File: config.mk
export PLATFORM = sky130hd
export DESIGN_NAME = adcseq_sequencer
export DESIGN_NICKNAME = d
export VERILOG_FILES = /design/src/rtl/adcseq_pkg.sv /design/src/rtl/adcseq_clock_divider.sv /design/src/rtl/adcseq_sequencer.sv
export SDC_FILE = /design/constraint.sdc
export NUM_CORES = 1
export LEC_CHECK = 0
export BUFFER_PORTS_ARGS = -buffer_cell sky130_fd_sc_hd__buf_2
export CELL_PAD_IN_SITES_DETAIL_PLACEMENT = 0
export CELL_PAD_IN_SITES_GLOBAL_PLACEMENT = 1
export CORE_MARGIN = 5
export CORE_UTILIZATION = 33
export DETAILED_ROUTE_END_ITERATION = 8
export PLACE_DENSITY = 0.78
export SLEW_MARGIN = 20
export SYNTH_ARGS = -nofsm -noshare
export SYNTH_HDL_FRONTEND = slang
export SYNTH_SLANG_ARGS = --single-unit
File: constraint.sdc
create_clock -name sys_clk -period 3.1 [get_ports sys_clk]
set_input_delay 0.31 -clock sys_clk [delete_from_list [all_inputs] [get_ports sys_clk]]
set_output_delay 0.31 -clock sys_clk [all_outputs]
set_load 0.01 [all_outputs]
File: src/rtl/adcseq_pkg.sv
// constants and types shared by the conversion sequencer files
package adcseq_pkg;
    localparam int unsigned SAMPLE_CLOCKS   = 4;
    localparam int unsigned CONVERT_CLOCKS  = 12;
    localparam int unsigned TOTAL_CLOCKS    = SAMPLE_CLOCKS + CONVERT_CLOCKS;
    localparam int unsigned RESULT_WIDTH    = 12;
    localparam int unsigned DIV_SEL_WIDTH   = 3;
    localparam int unsigned PRESCALE_WIDTH  = 7;
    localparam logic [11:0] FULL_SCALE_CODE = 12'hfff;
    localparam logic [2:0]  SRC_BANDGAP     = 3'h1;
    localparam logic [2:0]  SRC_EXT_A       = 3'h0;
    localparam logic [2:0]  SRC_EXT_B       = 3'h5;
    localparam logic [7:0]  RESULT_RESET    = 8'h00;
    localparam logic [4:0]  CLOCK_CNT_RESET = 5'h00;

    typedef enum {
        ADCSEQ_IDLE,
        ADCSEQ_ARMED,
        ADCSEQ_SAMPLE,
        ADCSEQ_CONVERT
    } adcseq_state_t;
endpackage : adcseq_pkg

File: src/rtl/adcseq_clock_divider.sv
// converter clock tick generator, system clock divided by a power of two
`timescale 1ns/1ns
module adcseq_clock_divider #(
    parameter int unsigned SEL_WIDTH = adcseq_pkg::DIV_SEL_WIDTH,
    parameter int unsigned CNT_WIDTH = adcseq_pkg::PRESCALE_WIDTH
) (
    input  wire logic                 sys_clk,
    input  wire logic                 reset_n,
    input  wire logic                 run,
    input  wire logic [SEL_WIDTH-1:0] divider_sel,
    output logic                      tick
);
    if (CNT_WIDTH != (1 << SEL_WIDTH) - 1) begin : g_width_check
        $error("prescaler width does not match selector width");
    end

    typedef struct packed {
        logic [CNT_WIDTH-1:0] count;
    } adcseq_div_state_t;

    adcseq_div_state_t state_reg;
    adcseq_div_state_t state_next;
    logic [CNT_WIDTH-1:0] mask;

    // divide by two to the power of the code
    always_comb begin
        mask = CNT_WIDTH'((1 << divider_sel) - 1);
        state_next = state_reg;
        if (!run || ((state_reg.count & mask) == mask)) begin
            state_next.count = '0;
        end else begin
            state_next.count = state_reg.count + 1'b1;
        end
    end

    assign tick = run && ((state_reg.count & mask) == mask);

    always_ff @(posedge sys_clk) begin
        if (!reset_n) begin
            state_reg <= '0;
        end else begin
            state_reg <= state_next;
        end
    end
endmodule : adcseq_clock_divider

File: src/rtl/adcseq_sequencer.sv
// conversion sequencer: start detect, sample and convert phases, result bytes
//
// Summary of operation
// - sample for 4 converter clocks, convert for 12, 16 in total.
// - after start the conversion runs alone in hardware until done.
// - source codes 000, 101, 11x route the chosen external channel.
// - format bit picks alignment of the 12-bit result across two bytes.
// - start bit low, high, low starts a conversion.
// - busy high during conversion, low at completion with valid result.
// - codes are 12-bit unsigned, full scale fff.
// - power enable low switches the converter off.
// - divider code selects system clock divided by 1 up to 128.
// - completion sets the interrupt flag and, if enabled, raises interrupt.
`timescale 1ns/1ns
module adcseq_sequencer #(
    parameter int unsigned RES_WIDTH = adcseq_pkg::RESULT_WIDTH
) (
    input  wire logic                 sys_clk,
    input  wire logic                 reset_n,
    input  wire logic                 converter_power_enable,
    input  wire logic [2:0]           conv_clock_divider_sel,
    input  wire logic [2:0]           input_source_sel,
    input  wire logic [3:0]           external_channel_sel,
    input  wire logic                 result_format_sel,
    input  wire logic                 start_bit,
    input  wire logic                 global_interrupt_enable,
    input  wire logic                 converter_interrupt_enable,
    input  wire logic                 interrupt_flag_clear,
    input  wire logic [RES_WIDTH-1:0] analog_code,
    output logic                      converter_powered,
    output logic                      sample_hold,
    output logic                      external_route_enable,
    output logic [2:0]                external_channel_route,
    output logic                      bandgap_route_enable,
    output logic                      conversion_busy_flag,
    output logic                      converter_interrupt_flag,
    output logic                      interrupt_request,
    output logic [7:0]                result_high_byte,
    output logic [7:0]                result_low_byte
);
    // ****************************************************************
    // parameter checks
    // ****************************************************************
    // the byte split below assumes a 12-bit code
    if (RES_WIDTH != 12) begin : g_width_check
        $error("result alignment is built for a 12-bit converter");
    end
    // the phase counter must hold the whole conversion
    if (adcseq_pkg::TOTAL_CLOCKS > 31) begin : g_count_check
        $error("phase counter too narrow for the conversion length");
    end

    localparam logic [4:0] SAMPLE_LAST = 5'(adcseq_pkg::SAMPLE_CLOCKS - 1);
    localparam logic [4:0] TOTAL_LAST  = 5'(adcseq_pkg::TOTAL_CLOCKS - 1);

    // ****************************************************************
    // state
    // ****************************************************************
    typedef struct packed {
        adcseq_pkg::adcseq_state_t phase;
        logic [4:0]                clocks;
        logic                      start_prev;
        logic                      busy;
        logic                      irq_flag;
        logic [7:0]                res_high;
        logic [7:0]                res_low;
    } adcseq_seq_state_t;

    adcseq_seq_state_t state_reg;
    adcseq_seq_state_t state_next;
    logic              conv_tick;
    logic              divider_run;
    logic              conv_done;

    // ****************************************************************
    // phase helpers
    // ****************************************************************
    function automatic logic phase_is_running(input adcseq_pkg::adcseq_state_t ph);
        phase_is_running = (ph == adcseq_pkg::ADCSEQ_SAMPLE) ||
                           (ph == adcseq_pkg::ADCSEQ_CONVERT);
    endfunction : phase_is_running

    // divider held cleared between conversions so each one starts aligned
    assign divider_run = phase_is_running(state_reg.phase);

    // ****************************************************************
    // converter clock
    // ****************************************************************
    adcseq_clock_divider #(
        .SEL_WIDTH (adcseq_pkg::DIV_SEL_WIDTH),
        .CNT_WIDTH (adcseq_pkg::PRESCALE_WIDTH)
    ) u_divider (
        .sys_clk     (sys_clk),
        .reset_n     (reset_n),
        .run         (divider_run),
        .divider_sel (conv_clock_divider_sel),
        .tick        (conv_tick)
    );

    // ****************************************************************
    // input routing
    // ****************************************************************
    function automatic logic source_is_external(input logic [2:0] src);
        // external sources are 000, 101, 11x
        source_is_external = (src == adcseq_pkg::SRC_EXT_A) ||
                             (src == adcseq_pkg::SRC_EXT_B) || (src[2:1] == 2'b11);
    endfunction : source_is_external

    // channel routed only for external sources with msb clear
    assign external_route_enable  = converter_power_enable &&
                                    source_is_external(input_source_sel) &&
                                    !external_channel_sel[3];
    assign external_channel_route = external_channel_sel[2:0];
    assign bandgap_route_enable   = converter_power_enable &&
                                    (input_source_sel == adcseq_pkg::SRC_BANDGAP);
    // power enable low switches the analog circuitry off
    assign converter_powered      = converter_power_enable;
    assign sample_hold            = state_reg.phase == adcseq_pkg::ADCSEQ_SAMPLE;

    // ****************************************************************
    // sequence
    // ****************************************************************
    // last converter clock of the convert phase
    assign conv_done = (state_reg.phase == adcseq_pkg::ADCSEQ_CONVERT) && conv_tick &&
                       (state_reg.clocks == TOTAL_LAST);

    always_comb begin
        state_next = state_reg;
        state_next.start_prev = start_bit;
        unique case (state_reg.phase)
            adcseq_pkg::ADCSEQ_IDLE: begin
                if (start_bit && !state_reg.start_prev && converter_power_enable) begin
                    state_next.phase = adcseq_pkg::ADCSEQ_ARMED;
                end
            end
            adcseq_pkg::ADCSEQ_ARMED: begin
                // falling edge starts sampling and sets busy
                if (!start_bit) begin
                    state_next.phase  = adcseq_pkg::ADCSEQ_SAMPLE;
                    state_next.clocks = adcseq_pkg::CLOCK_CNT_RESET;
                    state_next.busy   = 1'b1;
                end
            end
            adcseq_pkg::ADCSEQ_SAMPLE: begin
                if (conv_tick) begin
                    state_next.clocks = state_reg.clocks + 5'h01;
                    if (state_reg.clocks == SAMPLE_LAST) begin
                        state_next.phase = adcseq_pkg::ADCSEQ_CONVERT;
                    end
                end
            end
            adcseq_pkg::ADCSEQ_CONVERT: begin
                // twelve clocks, completes without software help
                if (conv_tick) begin
                    state_next.clocks = state_reg.clocks + 5'h01;
                    if (state_reg.clocks == TOTAL_LAST) begin
                        state_next.phase = adcseq_pkg::ADCSEQ_IDLE;
                        state_next.busy  = 1'b0;
                        // latch 12-bit unsigned code with chosen alignment
                        if (result_format_sel) begin
                            state_next.res_high = {4'h0, analog_code[11:8]};
                            state_next.res_low  = analog_code[7:0];
                        end else begin
                            state_next.res_high = analog_code[11:4];
                            state_next.res_low  = {analog_code[3:0], 4'h0};
                        end
                    end
                end
            end
        endcase
        if (!converter_power_enable) begin
            state_next.phase = adcseq_pkg::ADCSEQ_IDLE;
            state_next.busy  = 1'b0;
        end
        // completion sets the flag; set wins over clear
        if (conv_done && converter_power_enable) begin
            state_next.irq_flag = 1'b1;
        end else if (interrupt_flag_clear) begin
            state_next.irq_flag = 1'b0;
        end
    end

    // ****************************************************************
    // state register
    // ****************************************************************
    always_ff @(posedge sys_clk) begin
        if (!reset_n) begin
            state_reg.phase      <= adcseq_pkg::ADCSEQ_IDLE;
            state_reg.clocks     <= adcseq_pkg::CLOCK_CNT_RESET;
            state_reg.start_prev <= 1'b0;
            state_reg.busy       <= 1'b0;
            state_reg.irq_flag   <= 1'b0;
            state_reg.res_high   <= adcseq_pkg::RESULT_RESET;
            state_reg.res_low    <= adcseq_pkg::RESULT_RESET;
        end else begin
            state_reg <= state_next;
        end
    end

    // ****************************************************************
    // status and result outputs
    // ****************************************************************
    // busy and result bytes straight from registers
    assign conversion_busy_flag     = state_reg.busy;
    assign converter_interrupt_flag = state_reg.irq_flag;
    assign result_high_byte         = state_reg.res_high;
    assign result_low_byte          = state_reg.res_low;

    // ****************************************************************
    // interrupt request
    // ****************************************************************
    // interrupt gated by both enables
    assign interrupt_request        = state_reg.irq_flag && converter_interrupt_enable &&
                                      global_interrupt_enable;
endmodule : adcseq_sequencer

==> results.json <==
{
  "drv_slew": 0,
  "totalWireLength_um": 3790,
  "htree_levels": 2,
  "clock_path_buffers": 2,
  "setup_violations": 0,
  "antenna_found_initial": 0,
  "grt_pass1_vias": 1508,
  "initial_utilization_pct": 33.7,
  "ctsHoldBuffers": 0,
  "syn_nets": 246,
  "final_cell_mix": "buf_2, dfxtp_1, nor2_1",
  "p_per_area_nw_per_um2": 435,
  "cp_max_fo": 34,
  "grt_start_max_net_pins": 35,
  "crit_arrival_ns": 2.20,
  "cts_resized": 0,
  "crit_type": "reg2reg",
  "synth-edff-count": 0,
  "hold_violations": 0,
  "post-route-period-util_pct": 64.5,
  "viasPerCell": 4.80,
  "dieArea_um2": 7140,
  "worst_slew_pin_slew_ns": 0.573,
  "synth_ff_type": "dfxtp_1",
  "drive_gt1_share_pct": 27.5,
  "io_pins": 56,
  "synth.avg_cell_area_um2": 8.80,
  "power_leakage_nw": 0.858,
  "fill_cells": 560,
  "numCtsBuffers": 5,
  "vdd_drop_max_v": 0.000214,
  "gp_congestion": 0.868,
  "fmax_mhz": 500,
  "mostFrequentLayoutCell": "buf_2",
  "pwr-share-comb_pct": 7.6,
  "nNetsFinal": 273,
  "status": "finished, final reports clean",
  "worstPathRequired_ns": 3.30,
  "hold_path.class": "in2reg",
  "synth-seq-cells": 33,
  "grt-ovfl-total": 0,
  "port_buffers": 49,
  "clkPwrFrac_pct": 45.5,
  "p_seq_share_pct": 46.9,
  "die_x_um": 84.5,
  "path_clk_slew_ns": 0.07,
  "cts_root_buf": "clkbuf_8",
  "postCtsSetupRepairBufs": 0,
  "first_iter_violations": 60,
  "clk_latency_ns": 0.28,
  "synth_cells": 208,
  "setup_tns_ns": 0,
  "power_switching_share_pct": 21.2,
  "stdcell_area_um2": 2090,
  "dpl_cell_area_um2": 1970,
  "diodes": 0,
  "fin_hold_ws_ns": 0.273,
  "fp.dieH_um": 84.5,
  "vias": 1477,
  "ant_nets": 0,
  "drc": 0,
  "final.setup_skew_ns": 0.00687,
  "rows": 27,
  "async_reset_ff_share_pct": 0,
  "dp_hpwl_um": 2870,
  "seq_area_frac_synth_pct": 36.1,
  "p_int_mw": 0.716,
  "track_usage_pct": 11.2,
  "relSlewSlack_pct": 61.6,
  "dr.pass1.iters": 4,
  "period_needed_ns": 2.00,
  "grt_first_pass_wirelength_um": 6630,
  "core_area_um2": 5440,
  "synth_warnings": 0,
  "cts_tree": "done",
  "cp-end-kind": "register",
  "detail_route.wl_per_cell_um": 12.3,
  "cts_sinks": 33,
  "areaGrowthSynthToFinish_pct": 14.1,
  "synth_area_um2": 1830,
  "power.switching_mw": 0.193,
  "startpoint_type": "register",
  "maxCapViolCount": 0,
  "yosysUniqueCellTypes": 40,
  "rsz0062_at_grt": "false"
}
[through the flow]
stage          utilization, %  setup WS [ns]  std cells  total power, mW
6_report                 38.4           1.10        308            0.909
3_3_place_gp             36.3           1.17        300            0.505
3_5_place_dp             36.3           1.12        300            0.505
5_1_grt                  38.4          0.930        308            0.949
4_1_cts                  38.4           1.09        308            0.923
2_1_floorplan               -           1.31        208            0.481
[layer usage]
| layer | GRT usage (%) | share of wire, % | vias up | wire length, um |
|---|---|---|---|---|
| li1 | - | - | 767 | - |
| met1 | 13.9 | 46 | 667 | 1760 |
| met2 | 17.5 | 46 | 39 | 1730 |
| met3 | 4.12 | 6.6 | 4 | 250 |
| met4 | 4.89 | 1.4 | 0 | 53 |
| met5 | 0 | 0 | - | 0 |
[cell type report]
cell class | instances | area [um2] | area share (%)
Sequential cell | 33 | 661 | 31.6
Clock inverter | 1 | 30.0 | 1.44
Inverter | 7 | 26.3 | 1.26
Tap cell | 72 | 90.1 | 4.31
Clock buffer | 7 | 86.3 | 4.13
Multi-Input combinational cell | 138 | 943 | 45.1
Timing Repair Buffer | 50 | 253 | 12.1
[final timing paths]
kind | slack, ns | endpoint | cells after the start | start
max reg2reg | 1.10 | result_high_byte[2] | 8 | state_reg[19]
min reg2reg | 0.45 | result_high_byte[4] | 2 | result_high_byte[4]
max | 1.10 | result_high_byte[2] | 8 | state_reg[19]
min | 0.27 | state_reg[18] | 2 | start_bit
[critical path, stage by stage (launching register included)]
cell,delay [ns]
dfxtp_1,0.37
ha_1,0.20
and3_1,0.17
ha_1,0.16
nand2_1,0.09
a2111oi_4,0.27
buf_4,0.38
nor2_1,0.09
a211oi_2,0.19
[Yosys cell counts, types with 5 or more instances]
cell type / n / area [um2]
dfxtp_1: 33 / 661
nor2_1: 24 / 90.1
a211oi_1: 5 / 37.5
nand2_1: 17 / 63.8
ha_1: 8 / 100
nand4b_1: 5 / 43.8
clkbuf_1: 7 / 26.3
o21ai_1: 8 / 40.0
a21oi_1: 5 / 25.0
mux2i_1: 10 / 100
buf_4: 21 / 158
nand3_1: 6 / 30.0
inv_1: 7 / 26.3
[cell families after synthesis]
group                    Yosys count  share of synthesized area (%)
buffers and inverters             37                           12.4
AO/OA/AOI/OAI                     38                           17.2
AND/OR/NAND/NOR                   76                           20.6
XOR/XNOR                           6                           2.87
multiplexers                      10                           5.47
adder cells (fa/ha/maj)            8                           5.47
flip-flops                        33                           36.1
[power by group through the flow]
stage                     Clock (mW)  Sequential, mW  Combinational, mW
after floorplan                    0           0.436             0.0451
after global placement             0           0.436             0.0691
after detailed placement           0           0.436             0.0693
after CTS                      0.427           0.426             0.0695
after global routing           0.446           0.426             0.0765
final                          0.414           0.427             0.0688
No activity file was read; power rests on OpenSTA's default activity.
